`config.mk`:
```
export PLATFORM = sky130hd
export DESIGN_NAME = rpcb_top
export DESIGN_NICKNAME = d
export VERILOG_FILES = /design/src/rpcb_pkg.sv /design/src/rpcb_edge_det.sv /design/src/rpcb_cap_reg.sv /design/src/rpcb_top.sv
export VERILOG_INCLUDE_DIRS = /design/src
export SDC_FILE = /design/constraint.sdc
export NUM_CORES = 1
export LEC_CHECK = 0
export BUFFER_PORTS_ARGS = -buffer_cell sky130_fd_sc_hd__buf_4
export CAP_MARGIN = 20
export CORE_AREA = 2 2 73 75
export CTS_CLUSTER_DIAMETER = 100
export CTS_CLUSTER_SIZE = 24
export DETAILED_ROUTE_END_ITERATION = 8
export DIE_AREA = 0 0 75 77
export PLACE_DENSITY = 0.78
export SYNTH_ARGS = -nofsm -noshare
export SYNTH_HDL_FRONTEND = slang
export SYNTH_SLANG_ARGS = --single-unit
```
`constraint.sdc`:
```
create_clock -name core_clk_i -period 1.5 [get_ports core_clk_i]
set_clock_uncertainty 0.15 [all_clocks]
set_input_delay 0.15 -clock core_clk_i [delete_from_list [all_inputs] [get_ports core_clk_i]]
set_output_delay 0.15 -clock core_clk_i [all_outputs]
set_load 0.03 [all_outputs]
```
`src/rpcb_regs.svh`:
```
`ifndef RPCB_REGS_SVH
`define RPCB_REGS_SVH

// register byte addresses on the configuration port
`define RPCB_CAP_LO_ADDR   32'h4000_0000
`define RPCB_CAP_HI_ADDR   32'h4000_0004

// value read from an unmapped address or outside the read cycle
`define RPCB_RDATA_IDLE    32'h0000_0000

// reserved upper bits of both capture registers read as zero
`define RPCB_RSVD_ZERO     24'h00_0000

// hardware boot address: internal rom, lowest address
`define RPCB_BOOT_ADDR     32'h0000_0000

// width of one capture field group
`define RPCB_CAP_W         8

// reset value of the capture bits
`define RPCB_CAP_RST       8'h00

// capture register low: bit positions
`define RPCB_LO_SPI0_OUT   7
`define RPCB_LO_SPI0_IN    6
`define RPCB_LO_SPI0_CLOCK 5
`define RPCB_LO_SPI0_CS    4
`define RPCB_LO_SPI0_EN    3
`define RPCB_LO_SPI1_SOMI  2
`define RPCB_LO_SPI1_SIMO  1
`define RPCB_LO_SPI1_CLK   0

// capture register high: bit positions
`define RPCB_HI_SPI1_CS    7
`define RPCB_HI_SPI1_EN    6
`define RPCB_HI_HOST_CS    5
`define RPCB_HI_HOST_D0    4
`define RPCB_HI_EMIF_D16   3
`define RPCB_HI_TX_FS      2
`define RPCB_HI_RX_FS      1
`define RPCB_HI_SER_D0     0

`endif

```
`src/rpcb_pkg.sv`:
```
package rpcb_pkg;

  // the sixteen strapped pins, sampled on the core clock
  typedef struct packed {
    logic spi0_slave_out;
    logic spi0_slave_in;
    logic spi0_clock;
    logic spi0_chip_select;
    logic spi0_enable_pin;
    logic spi1_slave_out;
    logic spi1_slave_in;
    logic spi1_clock;
    logic spi1_chip_select;
    logic spi1_enable_pin;
    logic host_chip_select;
    logic host_data0;
    logic emif_d16_host_a0;
    logic audio_tx_frame_sync;
    logic audio_rx_frame_sync;
    logic audio_serializer_data;
  } rpcb_pins_s;

  // register port request
  typedef struct packed {
    logic [31:0] addr;
    logic [31:0] wdata;
    logic        wr;
    logic        rd;
  } rpcb_bus_req_s;

  // host-port configuration copied from the straps
  typedef struct packed {
    logic host_byte_address_bit;
    logic host_full_width_bit;
    logic host_nonmultiplexed_bit;
  } rpcb_hpi_cfg_s;

  // core boot sequencing
  typedef enum logic [0:0] {
    RPCB_HELD,
    RPCB_RUN
  } rpcb_boot_e;

  // state of the edge detector
  typedef struct packed {
    logic prev;
  } rpcb_edge_state_s;

  // state of one capture register
  typedef struct packed {
    logic [7:0] bits;
  } rpcb_cap_state_s;

  // state of the top block
  typedef struct packed {
    rpcb_boot_e    fsm;
    logic          start;
    logic [31:0]   pc;
    rpcb_hpi_cfg_s hpi;
    logic [31:0]   rdata;
  } rpcb_top_state_s;

endpackage : rpcb_pkg

```
`src/rpcb_edge_det.sv`:
```
`timescale 1ns/10ps
`include "rpcb_regs.svh"

module rpcb_edge_det (
  input  wire logic core_clk_i,  // core clock
  input  wire logic reset_i,     // synchronous reset, active high
  input  wire logic pin_i,       // level to watch
  output logic      rise_o       // one-cycle pulse on a low-to-high step
);

  rpcb_pkg::rpcb_edge_state_s st_q;  // registered state
  rpcb_pkg::rpcb_edge_state_s st_d;  // next state

  // remember the previous level; during reset treat it as low
  always_comb begin
    st_d      = st_q;
    st_d.prev = pin_i;
  end

  // state register
  always_ff @(posedge core_clk_i) begin
    if (reset_i) begin
      st_q.prev <= 1'h0;
    end else begin
      st_q <= st_d;
    end
  end

  // a release of the pin shows as a rise; none while in reset
  assign rise_o = pin_i & ~st_q.prev & ~reset_i;

endmodule : rpcb_edge_det

```
`src/rpcb_cap_reg.sv`:
```
`timescale 1ns/10ps
`include "rpcb_regs.svh"

module rpcb_cap_reg (
  input  wire logic                    core_clk_i,  // core clock
  input  wire logic                    reset_i,     // synchronous reset
  input  wire logic                    load_i,      // capture strobe
  input  wire logic [`RPCB_CAP_W-1:0]  d_i,         // pin levels
  output logic      [`RPCB_CAP_W-1:0]  q_o          // captured levels
);

  rpcb_pkg::rpcb_cap_state_s st_q;                  // registered state
  rpcb_pkg::rpcb_cap_state_s st_d;                  // next state
  logic [`RPCB_CAP_W-1:0]    nxt;                   // per-bit next value

  // each bit reloads only on the strobe, else it holds
  for (genvar i = 0; i < `RPCB_CAP_W; i++) begin : g_bit
    assign nxt[i] = load_i ? d_i[i] : st_q.bits[i];
  end

  // next state
  always_comb begin
    st_d      = st_q;
    st_d.bits = nxt;
  end

  // state register
  always_ff @(posedge core_clk_i) begin
    if (reset_i) begin
      st_q.bits <= `RPCB_CAP_RST;
    end else begin
      st_q <= st_d;
    end
  end

  assign q_o = st_q.bits;

endmodule : rpcb_cap_reg

```
`src/rpcb_top.sv`:
```
// The implementer's own choice: the strobed register port.
`timescale 1ns/10ps
`include "rpcb_regs.svh"

module rpcb_top (
  input  wire logic                   core_clk_i,     // core clock, 250 MHz
  input  wire logic                   reset_i,        // synchronous reset
  input  wire logic                   ext_reset_n_i,  // external reset pin
  input  wire logic                   emu_reset_i,    // emulator reset
  input  wire logic                   wdt_reset_i,    // watchdog reset
  input  wire rpcb_pkg::rpcb_pins_s   pins_i,         // strapped pins
  input  wire rpcb_pkg::rpcb_bus_req_s reg_req_i,     // register request
  output logic [31:0]                 reg_rdata_o,    // read data
  output logic [31:0]                 boot_pc_o,      // core start address
  output logic                        cpu_start_o,    // core release pulse
  output rpcb_pkg::rpcb_hpi_cfg_s     host_cfg_o,     // host-port config
  output logic [`RPCB_CAP_W-1:0]      cap_lo_o,       // capture low
  output logic [`RPCB_CAP_W-1:0]      cap_hi_o        // capture high
);

  //////////////////////////////////////////////////////////////////////////
  // declarations
  //////////////////////////////////////////////////////////////////////////

  rpcb_pkg::rpcb_top_state_s st_q;              // registered state
  rpcb_pkg::rpcb_top_state_s st_d;              // next state
  logic                      cap_load;          // pin release seen
  logic                      in_reset;          // any reset source active
  logic [`RPCB_CAP_W-1:0]    lo_pins;           // pins for capture low
  logic [`RPCB_CAP_W-1:0]    hi_pins;           // pins for capture high
  logic [`RPCB_CAP_W-1:0]    cap_lo;            // capture low contents
  logic [`RPCB_CAP_W-1:0]    cap_hi;            // capture high contents
  logic                      hit_lo;            // address hits low reg
  logic                      hit_hi;            // address hits high reg

  //////////////////////////////////////////////////////////////////////////
  // capture trigger
  //////////////////////////////////////////////////////////////////////////

  // the rising edge of the external pin is the only capture trigger;
  // emulator and watchdog resets are not wired here on purpose
  rpcb_edge_det u_edge (
    .core_clk_i (core_clk_i),
    .reset_i    (reset_i),
    .pin_i      (ext_reset_n_i),
    .rise_o     (cap_load)
  );

  //////////////////////////////////////////////////////////////////////////
  // pin routing into the two capture groups
  //////////////////////////////////////////////////////////////////////////

  // spread the strapped pins onto their bit positions
  always_comb begin
    lo_pins = `RPCB_CAP_RST;
    hi_pins = `RPCB_CAP_RST;
    lo_pins[`RPCB_LO_SPI0_OUT]   = pins_i.spi0_slave_out;
    lo_pins[`RPCB_LO_SPI0_IN]    = pins_i.spi0_slave_in;
    lo_pins[`RPCB_LO_SPI0_CLOCK] = pins_i.spi0_clock;
    lo_pins[`RPCB_LO_SPI0_CS]   = pins_i.spi0_chip_select;
    lo_pins[`RPCB_LO_SPI0_EN]   = pins_i.spi0_enable_pin;
    lo_pins[`RPCB_LO_SPI1_SOMI] = pins_i.spi1_slave_out;
    lo_pins[`RPCB_LO_SPI1_SIMO] = pins_i.spi1_slave_in;
    lo_pins[`RPCB_LO_SPI1_CLK]  = pins_i.spi1_clock;
    hi_pins[`RPCB_HI_SPI1_CS]   = pins_i.spi1_chip_select;
    hi_pins[`RPCB_HI_SPI1_EN]   = pins_i.spi1_enable_pin;
    hi_pins[`RPCB_HI_HOST_CS]   = pins_i.host_chip_select;
    hi_pins[`RPCB_HI_HOST_D0]   = pins_i.host_data0;
    hi_pins[`RPCB_HI_EMIF_D16]  = pins_i.emif_d16_host_a0;
    hi_pins[`RPCB_HI_TX_FS]     = pins_i.audio_tx_frame_sync;
    hi_pins[`RPCB_HI_RX_FS]     = pins_i.audio_rx_frame_sync;
    hi_pins[`RPCB_HI_SER_D0]    = pins_i.audio_serializer_data;
  end

  // capture register low; no write path reaches it
  rpcb_cap_reg u_cap_lo (
    .core_clk_i (core_clk_i),
    .reset_i    (reset_i),
    .load_i     (cap_load),
    .d_i        (lo_pins),
    .q_o        (cap_lo)
  );

  // capture register high; no write path reaches it
  rpcb_cap_reg u_cap_hi (
    .core_clk_i (core_clk_i),
    .reset_i    (reset_i),
    .load_i     (cap_load),
    .d_i        (hi_pins),
    .q_o        (cap_hi)
  );

  //////////////////////////////////////////////////////////////////////////
  // register decode
  //////////////////////////////////////////////////////////////////////////

  // full-address compare, word registers only
  assign hit_lo = (reg_req_i.addr == `RPCB_CAP_LO_ADDR);
  assign hit_hi = (reg_req_i.addr == `RPCB_CAP_HI_ADDR);

  // the core is held while any reset source is active
  assign in_reset = ~ext_reset_n_i | emu_reset_i | wdt_reset_i;

  //////////////////////////////////////////////////////////////////////////
  // next state
  //////////////////////////////////////////////////////////////////////////

  always_comb begin
    st_d       = st_q;
    st_d.start = 1'h0;
    st_d.rdata = `RPCB_RDATA_IDLE;
    // start address is fixed in hardware, nothing can move it
    st_d.pc    = `RPCB_BOOT_ADDR;

    // boot sequencing: release the core once every reset is gone
    case (st_q.fsm)
      rpcb_pkg::RPCB_HELD: begin
        if (!in_reset) begin
          st_d.fsm   = rpcb_pkg::RPCB_RUN;
          st_d.start = 1'h1;
        end
      end
      rpcb_pkg::RPCB_RUN: begin
        if (in_reset) begin
          st_d.fsm = rpcb_pkg::RPCB_HELD;
        end
      end
      default: begin
        st_d.fsm = rpcb_pkg::RPCB_HELD;
      end
    endcase

    // host boot strap: copy the three spi0 levels as host config
    if (cap_load && !pins_i.host_chip_select) begin
      st_d.hpi.host_byte_address_bit   = pins_i.spi0_slave_out;
      st_d.hpi.host_full_width_bit     = pins_i.spi0_slave_in;
      st_d.hpi.host_nonmultiplexed_bit = pins_i.spi0_clock;
    end

    // reads: data in the next cycle, reserved bits as zero
    if (reg_req_i.rd) begin
      if (hit_lo) begin
        st_d.rdata = {`RPCB_RSVD_ZERO, cap_lo};
      end else if (hit_hi) begin
        st_d.rdata = {`RPCB_RSVD_ZERO, cap_hi};
      end else begin
        st_d.rdata = `RPCB_RDATA_IDLE;
      end
    end
    // writes are accepted and dropped: the captures are read-only
  end

  //////////////////////////////////////////////////////////////////////////
  // state register
  //////////////////////////////////////////////////////////////////////////

  always_ff @(posedge core_clk_i) begin
    if (reset_i) begin
      st_q.fsm   <= rpcb_pkg::RPCB_HELD;
      st_q.start <= 1'h0;
      st_q.pc    <= `RPCB_BOOT_ADDR;
      st_q.hpi   <= '0;
      st_q.rdata <= `RPCB_RDATA_IDLE;
    end else begin
      st_q <= st_d;
    end
  end

  //////////////////////////////////////////////////////////////////////////
  // outputs
  //////////////////////////////////////////////////////////////////////////

  assign reg_rdata_o = st_q.rdata;
  assign boot_pc_o   = st_q.pc;
  assign cpu_start_o = st_q.start;
  assign host_cfg_o  = st_q.hpi;
  assign cap_lo_o    = cap_lo;
  assign cap_hi_o    = cap_hi;
endmodule : rpcb_top

```
======== Yosys cells after proc, flatten, opt, wreduce, memory -nomap -nowiden ========
Cells that the tools add are included.
cells by class
  eq/ne operators ......................... 2
  mux-type cells .......................... 5
  bitwise gates (word level) .............. 9
  reductions and logical operators ........ 5
operator list
  cell                                                                number
  32-bit by 31-bit == test with 1-bit output (second input constant)  2
  8-bit 2-to-1 mux                                                    2
  1-bit NOT                                                           5
  2-bit OR reduction                                                  2
  3-bit OR reduction                                                  1
  1-bit bitwise AND                                                   2
  2-bit 2-to-1 mux                                                    1
  1-bit bitwise OR                                                    2
  1-bit one-hot mux with 2 select lines                               1
  1-bit logical AND                                                   1
  1-bit logical NOT                                                   1
  1-bit 2-to-1 mux                                                    1
word-level totals
  register bits after elaboration ......... 86
  input bits .............................. 87
  output and inout port bits .............. 84
  logic and storage cells ................. 32

======== Depth between registers and ports, before layout ========
Gate-level depths: netlist (run 1).
  depth after elaboration ................. 5
  mapped depth ............................ 4
  gate-level depth less buffers ........... 3

======== Hierarchy ========
Synthesis (run 1) repeated with hierarchy kept, for this count alone.
unflattened totals
  cells, all modules ...................... 174
  area total of the unflattened synthesis .. 1711.6 um2
by module, submodules not included
  module         times used  cells each  area an instance (um2)  seq. area each (um2)
  rpcb_top       1           119         1102.3                  260.2
  rpcb_cap_reg   2           26          285.3                   160.2
  rpcb_edge_det  1           3           38.8                    20.0

======== Worst setup path after synthesis (run 1) ========
No wires, ideal clock.
  path kind ............................... register to register
  start ................................... register u_edge.st_q
  end ..................................... register u_cap_hi.st_q (netlist bit u_cap_hi.q_o[4])
  library setup time ...................... 128 ps
  data arrival time ....................... 899 ps
  data required time ...................... 1222 ps
  setup slack ............................. 322 ps
  cell stages (with the launch flop) ...... 4
  path buffers ............................ 1
  clock period less this slack ............ 1178 ps
  cell sequence ........................... dfxtp_1 nor3b_2 clkbuf_1 o21ai_0
between the ends
  word-level cells in the longest chain between the ends .. 3
ends and longest elaborated chain
  element                         RTL line             source
  start: declaration              rpcb_edge_det.sv:11  rpcb_pkg::rpcb_edge_state_s st_q;
  start signal: assignment        rpcb_edge_det.sv:25  st_q <= st_d;
  1-bit NOT                       rpcb_edge_det.sv:30  assign rise_o = pin_i & ~st_q.prev & ~reset_i;
  1-bit bitwise AND (2 in a row)  rpcb_edge_det.sv:30
  end signal: assignment          rpcb_cap_reg.sv:32   st_q <= st_d;
  end: declaration                rpcb_cap_reg.sv:12   rpcb_pkg::rpcb_cap_state_s st_q;
Every way passes these cells.
A chain may end at the register's enable or synchronous reset.

======== Final worst setup path (run 1) ========
  start ................................... register u_edge.st_q
  end ..................................... register u_cap_hi.st_q (netlist bit u_cap_hi.q_o[5])
The elaborated chain is that of the path after synthesis.

==> out/results.txt, run 1 <==
status: finished clean
CP max stage cell: dfxtp_1
final hold viol count: 0
WL per Instance: 10.9 um
RSZ-0062 raised after global routing: no
final worst slack: 0.172 ns
gr usage total: 12.9%
share of cells above drive strength 1: 36.3%
Via-to-Cell Ratio: 3.88
post-synth cell types: 21
clock root buffer: clkbuf_8
Tot Pwr: 0.00201 W
Setup TNS: 0 ns
num ports: 171
pwr/cell area: 837 nW/um^2
postcts setup bufs: 0
final wirelength: 3820 um
finished layout cell area: 2400 um^2
Core Util, Final: 48.3%
final setup fails: 0
P_leak: 1.14 nW
required time of the critical path: 1.51 ns
multi-input combinational cell area: 810 um^2
DP Area: 2140 um^2
Max Cap Viol: 0
Clock Latency Late Sink: 0.27 ns
cell row count: 26
Die ar.: 5780 um^2
CTS tree: built
Die Wd: 75 um
post-synthesis sequential element count: 30
Reg clk slew, reported paths: 0.06 ns
Period minus WS final: 1.33 ns
Max Clk Rate: 753 MHz
GRT overflow: 0
startpoint types: register
Yosys warnings: 0
Layout fillers: 494
CTS max path bufs: 2
Critical Path, Cell by Cell: nor3b_2, buf_12, mux2i_1, nor2_1
Core Region: 4980 um^2
DR iter-0 viols: 34
first-pass GRT wire length: 5700 um
CTS buffer count: 5
period utilisation layout: 88.5%
via count: 1362
DRC: 0
nets@finish: 368
CP max stage delay: 0.34 ns
FF+latch area: 601 um^2
Worst EP arrival: 1.34 ns
Pre-antenna DRT Iters: 4
port bufs: 81
dpl ws: 0.0543 ns
vias in the first global route: 1247
max-slew violation count: 0
ant diodes: 0
clock sinks: 30
Worst setup EP type: register
antenna violations before repair: 0
syn avg cell area: 9.11 um^2
CTS H-tree depth: 2
CP Class: register to register
Worst VDD drop: 0.436 mV
DIE HEIGHT: 77 um
RD Place Congestion: 0.728
Crit Path Max Fanout: 21
area grow syn2layout: 38.2%
Mapped Cells: 191
post-route antenna net violation count: 0
Mapped Area: 1740 um^2
Min-Delay Path Class: primary input to register
post-synthesis sequential area ratio: 34.5%
Initial Utilization: 34.9%
largest net degree at the start of global routing: 22
DP HPWL: 3020 um
## cells by family (layout without fill, tap and decap cells)
| kind of cell | Yosys count | in the layout | synth area share (%) |
|---|---|---|---|
| AOI/OAI and AO/OA | 15 | 15 | 4.32 |
| DFF | 30 | 30 | 34.5 |
| buffers and inverters | 75 | 110 | 30.8 |
| muxes | 12 | 12 | 6.91 |
| other | 1 | 56 | 0.216 |
| and+or+nand+nor | 58 | 58 | 23.2 |
## Yosys cell counts
| cell | n | share of area [%] |
|---|---|---|
| mux2i_1 | 12 | 6.9 |
| buf_2 | 2 | 0.58 |
| inv_1 | 1 | 0.22 |
| buf_1 | 1 | 0.22 |
| nand2b_1 | 17 | 6.1 |
| o21ai_0 | 13 | 3.7 |
| buf_4 | 67 | 29 |
| o21ai_1 | 2 | 0.58 |
| nor4b_4 | 1 | 1.4 |
| dfxtp_1 | 30 | 35 |
| nor3b_2 | 1 | 0.72 |
| clkbuf_1 | 4 | 0.86 |
| nor3_1 | 2 | 0.58 |
| nor4_2 | 5 | 3.6 |
| nor4b_2 | 1 | 0.86 |
| nand4_2 | 2 | 1.4 |
| nor4_4 | 1 | 1.2 |
| nor2_1 | 4 | 0.86 |
| nor4_1 | 9 | 3.2 |
| conb_1 | 1 | 0.22 |
| nand2_1 | 15 | 3.2 |
## worst max-delay path, delay by kind of cell (launching register included)
| kind | cells | cell delay [ns] |
|---|---|---|
| mux | 1 | 0.19 |
| flops | 1 | 0.34 |
| simple gates | 2 | 0.35 |
| buf+inv | 1 | 0.19 |
## through the flow
| step | std cells | hold WS (ns) |
|---|---|---|
| floorplan | 246 | 0.0768 |
| global placement | 326 | 0.172 |
| detailed placement | 326 | 0.177 |
| CTS | 351 | 0.00942 |
| global route | 351 | 0.00396 |
| finish | 351 | 0.0154 |
## cells in the final DEF (no fill, tap or decap)
cell / instances
nor4b_2: 1
nor3b_2: 1
nor3_1: 2
dlygate4sd3_1: 18
nand4_2: 2
o21ai_1: 2
dfxtp_1: 30
inv_1: 1
nor4b_4: 1
nor2_1: 4
o21ai_0: 13
mux2i_1: 12
clkinv_2: 2
buf_12: 1
nand2b_1: 17
nor4_2: 5
clkbuf_8: 5
nand2_1: 15
conb_1: 56
nor4_1: 9
nor4_4: 1
buf_4: 83
## where the power goes
group / total (W) / internal, W / switching [W] / leakage (nW)
combinational: 0.000563 / 0.000208 / 0.000355 / 0.854
clock: 0.000590 / 0.000310 / 0.000280 / 0.0438
sequential: 0.000859 / 0.000832 / 0.0000273 / 0.245
total: 0.00201 / 0.00135 / 0.000662 / 1.14
## what timing repair did
item / 4_1_cts / 5_1_grt
hold buffers: 18 / 0
endpoints found under the hold margin: 21 / 0
gates resized for setup: 0 / 0
## cell type report
cell class / count / share of cell area, %
inverter: 1 / 0.156
timing repair buffer: 102 / 34.3
clock inverter: 2 / 0.416
multi-input combinational: 141 / 33.7
clock buffer: 5 / 2.86
sequential: 30 / 25.0
tap: 70 / 3.64
## final timing paths
path	start	to	slack [ns]	cells past startpoint
setup / recovery	u_edge.st_q	u_cap_hi.q_o[5]	0.17	4
hold reg to reg	st_q[68]	cpu_start_o	0.25	1
hold / removal	pins_i[5]	u_cap_hi.q_o[5]	0.02	3
setup reg to reg	u_edge.st_q	u_cap_hi.q_o[5]	0.17	4
## per-layer routing
metal  global-route usage, %  up-vias  share of wire, %
li1                        -      694                 -
met1                    14.1      595                37
met2                    22.6       69                53
met3                    4.07        4               8.4
met4                    4.82        0               1.2
met5                       0        -                 0
## sequential cells by signal (all words and copies together) (netlist names)
signal / count
u_cap_lo.q_o: 8
reg_rdata_o: 8
st_q: 1
u_cap_hi.q_o: 8
host_cfg_o: 3
u_edge.st_q: 1
cpu_start_o: 1
(Power assumes the default switching activity.)
==> inputs of run 2 (changes only) <==
==> constraint.sdc (replaced) <==
create_clock -name core_clk_i -period 1.4 [get_ports core_clk_i]
set_clock_uncertainty 0.15 [all_clocks]
set_input_delay 0.14 -clock core_clk_i [delete_from_list [all_inputs] [get_ports core_clk_i]]
set_output_delay 0.14 -clock core_clk_i [all_outputs]
set_load 0.03 [all_outputs]
==> run 2 against run 1 <==
Compared with the run above:
- cell area increased by 0.88%
- critical path depth down 1
- count of clock-buffer cells in the layout rose by 1
- die area did not move
- critical endpoint is now host_cfg_o[1]
- largest cell class unchanged
==> out/results.txt, run 2 (synthesis results as in run 1) <==
CTS H-tree depth: 2 (unchanged)
CP max stage cell: nor4b_4
CTS buffer count: 5 (unchanged)
clock sinks: 30 (unchanged)
Die Wd: 75 um (unchanged)
num ports: 171 (unchanged)
RSZ-0062 raised after global routing: no
share of cells above drive strength 1: 36.2% (-0.13 points)
max-slew violation count: 0 (unchanged)
Worst EP arrival: 1.30 ns (-0.04 ns)
Via-to-Cell Ratio: 3.94 (+1.6%)
RD Place Congestion: 0.729 (+0.14%)
P_leak: 1.15 nW (+0.77%)
most common cell after layout, fill and taps aside: buf_4
startpoint types: register
port bufs: 81 (unchanged)
DP HPWL: 3080 um (+1.9%)
CTS tree: built
first-pass GRT wire length: 5820 um (+2.1%)
Min-Delay Path Class: primary input to register
postcts setup bufs: 0 (unchanged)
gr usage total: 13.4% (+0.49 points)
Clock Latency Late Sink: 0.28 ns (about the same)
post_cts resized: 0 (unchanged)
dpl ws: -0.0490 ns (-0.103 ns)
most frequent cells in the layout: buf_4 (84), conb_1 (56), dfxtp_1 (30), dlygate4sd3_1 (19), nand2b_1 (17)
Reg clk slew, reported paths: 0.06 ns (about the same)
final hold viol count: 0 (unchanged)
Max Cap Viol: 0 (unchanged)
Critical Path, Cell by Cell: nor4b_4, mux2i_1, nor2_1
post-route antenna net violation count: 0 (unchanged)
CP Class: register to register
Max Clk Rate: 777 MHz (+3.2%)
GRT overflow: 0 (unchanged)
clock root buffer: clkbuf_8
CP max stage delay: 0.37 ns (+0.03 ns)
largest net degree at the start of global routing: 19 (-14%)
area grow syn2layout: 39.4%
DRC: 0 (unchanged)
Setup TNS: 0 ns (unchanged)
Fin Hold WS: 0.0661 ns (+0.0508 ns)
antenna violations before repair: 0 (unchanged)
Initial Utilization: 34.9% (unchanged)
required time of the critical path: 1.41 ns (-0.10 ns)
CTS Hold Bufs: 19 (+1)
WL per Instance: 11.1 um (+2.0%)
nets@finish: 370 (+0.54%)
CP delay by family, top: simple AND/OR/NAND/NOR gates
pwr/cell area: 908 nW/um^2 (+8.5%)
Tot Pwr: 0.00220 W (+9.5%)
period utilisation layout: 91.9% (+3.4 points)
Crit Path Max Fanout: 3 (-86%)
Core Region: 4980 um^2 (unchanged)
final setup fails: 0 (unchanged)
placed cell count: 327 (+0.31%)
via count: 1388 (+1.9%)
final worst slack: 0.114 ns (-0.0585 ns)
DIE HEIGHT: 77 um (unchanged)
Final Instance Count excl. Fillers: 352 (+0.28%)
final wirelength: 3910 um (+2.3%)
Period minus WS final: 1.29 ns (-0.0415 ns)
CTS max path bufs: 2 (unchanged)
status: finished clean
Pre-antenna DRT Iters: 2 (-2)
vias in the first global route: 1264 (+1.4%)
cell row count: 26 (unchanged)
Worst VDD drop: 0.492 mV (+13%)
Buffers & Inverters on Critical Path: 0 (-1)
DR iter-0 viols: 19 (-44%)
Layout fillers: 501 (+1.4%)
Die ar.: 5780 um^2 (unchanged)
Worst setup EP type: register
ant diodes: 0 (unchanged)
[run 2: changes by cell type in the layout (fill, tap and decap cells not counted)]
cell and change:
clkbuf_8 +1, clkinv_2 -2, buf_4 +1, dlygate4sd3_1 +1
[run 2: stage by stage]
| step | cell area [um^2] | utilization, % |
|---|---|---|
| after floorplan | 1950 | - |
| after global placement | 2150 | 43.2 |
| after detailed placement | 2150 | 43.2 |
| after CTS | 2420 | 48.7 |
| after global routing | 2420 | 48.7 |
| final | 2420 | 48.7 |
[run 2: tightest hold or removal path: cells and delay by family]
kind            cells  cell delay [ns]
simple gates        1             0.11
buf+inv             1             0.14
compound gates      1             0.06
[run 2: area by class of cell]
| type | count | area (um^2) | share of cell area (%) |
|---|---|---|---|
| Sequential cell | 30 | 601 | 24.8 |
| Clock buffer | 6 | 82.6 | 3.41 |
| Tap cell | 70 | 87.6 | 3.61 |
| Multi-Input combinational cell | 141 | 810 | 33.4 |
| Inverter | 1 | 3.75 | 0.155 |
| Timing Repair Buffer | 104 | 841 | 34.7 |
[run 2: power by group]
part | leakage (nW) | switching (W) | total, W | internal (W)
Clock | 0.0431 | 0.000294 | 0.000672 | 0.000378
Combinational | 0.863 | 0.000382 | 0.000609 | 0.000227
Sequential | 0.245 | 0.0000299 | 0.000921 | 0.000891
Total | 1.15 | 0.000706 | 0.00220 | 0.00150
[run 2: final timing paths]
kind / startpoint / to / slack (ns) / cells past startpoint
max reg2reg: u_edge.st_q / host_cfg_o[1] / 0.11 / 3
min reg2reg: st_q[68] / cpu_start_o / 0.25 / 1
min: reset_i / u_cap_lo.q_o[4] / 0.07 / 3
max: u_edge.st_q / host_cfg_o[1] / 0.11 / 3
[run 2: routing by layer]
metal / part of all wire [%] / global-route usage, %
met5: 0 / 0
met4: 1.2 / 4.82
met3: 8.9 / 4.34
met2: 54 / 23.9
met1: 36 / 14.3
==> inputs of run 3 (changes only) <==
--- a/config.mk
+++ b/config.mk
@@ -7,13 +7,14 @@
 export NUM_CORES = 1
 export LEC_CHECK = 0
 export BUFFER_PORTS_ARGS = -buffer_cell sky130_fd_sc_hd__buf_4
-export CAP_MARGIN = 20
-export CORE_AREA = 2 2 73 75
+export CELL_PAD_IN_SITES_DETAIL_PLACEMENT = 1
+export CELL_PAD_IN_SITES_GLOBAL_PLACEMENT = 2
+export CORE_AREA = 2 2 105 107
 export CTS_CLUSTER_DIAMETER = 100
 export CTS_CLUSTER_SIZE = 24
 export DETAILED_ROUTE_END_ITERATION = 8
-export DIE_AREA = 0 0 75 77
-export PLACE_DENSITY = 0.78
+export DIE_AREA = 0 0 107 109
+export PLACE_DENSITY = 0.76
 export SYNTH_ARGS = -nofsm -noshare
 export SYNTH_HDL_FRONTEND = slang
 export SYNTH_SLANG_ARGS = --single-unit
==> run 3 against run 2 <==
Compared with the run above:
- total power is 0.90% lower
- sequential power about the same
- critical endpoint is now host_cfg_o[2]
- global-route usage down 5.6 points
- highest routed layer unchanged
==> out/results.txt, run 3 (synthesis results as in run 1) <==
status: finished clean
Worst EP arrival: 1.28 ns (-0.02 ns)
Layout fillers: 1249 (+150%)
DRC: 0 (unchanged)
first-pass GRT wire length: 7200 um (+24%)
num ports: 171 (unchanged)
Worst setup EP type: register
WL per Instance: 11.3 um (+1.3%)
post-route antenna net violation count: 0 (unchanged)
FF+latch area: 601 um^2 (unchanged)
most common cell after layout, fill and taps aside: buf_4
postcts setup bufs: 0 (unchanged)
FF-to-FF End: host_cfg_o[2]
cell row count: 38 (+46%)
post_cts resized: 0 (unchanged)
Worst VDD drop: 0.277 mV (-44%)
gr usage total: 7.84% (-5.6 points)
CTS Hold Bufs: 19 (unchanged)
RD Place Congestion: 0.628 (-14%)
Logic pwr share: 28.2% (+0.6 points)
switching share of power: 33.2% (+1.1 points)
Sequential Power Share: 42.2% (+0.4 points)
share of cells above drive strength 1: 35.5% (-0.71 points)
Initial Utilization: 16.4% (-19 points)
CTS max path bufs: 2 (unchanged)
Min-Delay Path Class: primary input to register
startpoint types: register
via count: 1435 (+3.4%)
DP HPWL: 3790 um (+23%)
Clock Latency Late Sink: 0.27 ns (about the same)
GR peak layer: met2
CTS tree: built
clock root buffer: clkbuf_8
Clk pwr share: 29.5% (-1.0 points)
CTS buffer count: 5 (unchanged)
vias in the first global route: 1460 (+16%)
P_leak: 1.14 nW (-0.72%)
Core Region: 10600 um^2 (+110%)
required time of the critical path: 1.42 ns (about the same)
met2 Use GR: 14.7% (-9.1 points)
pwr/cell area: 871 nW/um^2 (-4.1%)
Die ar.: 11700 um^2 (+100%)
RSZ-0062 raised after global routing: no
Crit Path Max Fanout: 3 (unchanged)
nets@finish: 369 (-0.27%)
Critical R2R Launch: u_edge.st_q
met3 Use GR: 3.23% (-1.1 points)
most frequent cells in the layout: buf_4 (83), conb_1 (56), dfxtp_1 (30), dlygate4sd3_1 (19), nand2b_1 (17)
final wirelength: 4750 um (+21%)
Pre-antenna DRT Iters: 4 (+2)
DIE HEIGHT: 109 um (+42%)
antenna violations before repair: 0 (unchanged)
Die Wd: 107 um (+43%)
Setup crit end: host_cfg_o[2]
Crit. Startpoint: u_edge.st_q
ant diodes: 0 (unchanged)
multi-input combinational cell area: 816 um^2 (+0.77%)
internal power: 0.00146 W (-2.5%)
met1 Track Usage GR: 7.90% (-6.4 points)
Max Cap Viol: 0 (unchanged)
DR iter-0 viols: 46 (+27)
clock sinks: 30 (unchanged)
final hold viol count: 0 (unchanged)
GRT overflow: 0 (unchanged)
Via-to-Cell Ratio: 3.40 (-14%)
R2R depth: 3 (unchanged)
period utilisation layout: 89.9% (-2.0 points)
Worst R2R Setup Slack: 0.14 ns (+0.03 ns)
NetSw: 0.000724 W (+2.4%)
area grow syn2layout: 44.0%
Tot Pwr: 0.00218 W (-0.90%)
max-slew violation count: 0 (unchanged)
Reg clk slew, reported paths: 0.06 ns (about the same)
final setup fails: 0 (unchanged)
port bufs: 81 (unchanged)
CTS H-tree depth: 2 (unchanged)
CP Class: register to register
Max Clk Rate: 794 MHz (+2.2%)
largest net degree at the start of global routing: 23 (+4)
Fin Hold WS: 0.0895 ns (+0.0234 ns)
Period minus WS final: 1.26 ns (-0.0275 ns)
## run 3: critical path, stage by stage, from the launching register on
cell,delay (ns)
dfxtp_1,0.36
nor4b_4,0.37
mux2i_1,0.23
nor2_1,0.05
## run 3: area by class of cell
type	instances	share of cell area, %
clock buffers	7	3.05
inverters	1	0.150
multi-input cells	141	32.6
flip-flops and latches	30	24.0
well taps	140	6.99
repair buffers	103	33.3
## run 3: metrics by stage
stage               instance area (um^2)  util, %  setup TNS [ns]  std cells  setup WS [ns]
global placement                    2240     21.1          -0.173        396        -0.0477
finish                              2500     23.6               0        422          0.141
floorplan                           1950        -               0        246          0.222
global route                        2500     23.6               0        422         0.0440
CTS                                 2500     23.6               0        422          0.118
detailed placement                  2240     21.1          -0.380        396        -0.0636
## run 3: worst min path at each step
stage / startpoint / endpoint / slack, ns / depth (start not counted)
after floorplan: wdt_reset_i / st_q[68] / 0.07 / 1
after detailed placement: wdt_reset_i / st_q[68] / 0.17 / 2
after CTS: pins_i[5] / host_cfg_o[1] / 0.08 / 4
after global placement: wdt_reset_i / st_q[68] / 0.16 / 2
after global routing: pins_i[5] / host_cfg_o[1] / 0.09 / 4
final: pins_i[5] / host_cfg_o[1] / 0.09 / 4
## run 3: power groups by stage
stage / logic, W / registers, W / clock network, W
floorplan: 0.000416 / 0.000996 / 0
global placement: 0.000569 / 0.000939 / 0
detailed placement: 0.000575 / 0.000942 / 0
CTS: 0.000619 / 0.000923 / 0.000690
global route: 0.000657 / 0.000927 / 0.000722
finish: 0.000616 / 0.000922 / 0.000644
## run 3: per-layer routing
| metal | vias to the layer above | part of all wire, % | wire, um |
|---|---|---|---|
| met5 | - | 0 | 0 |
| met3 | 7 | 11 | 499 |
| met2 | 78 | 51 | 2420 |
| met4 | 0 | 1.5 | 72 |
| met1 | 658 | 37 | 1760 |
| li1 | 692 | - | - |
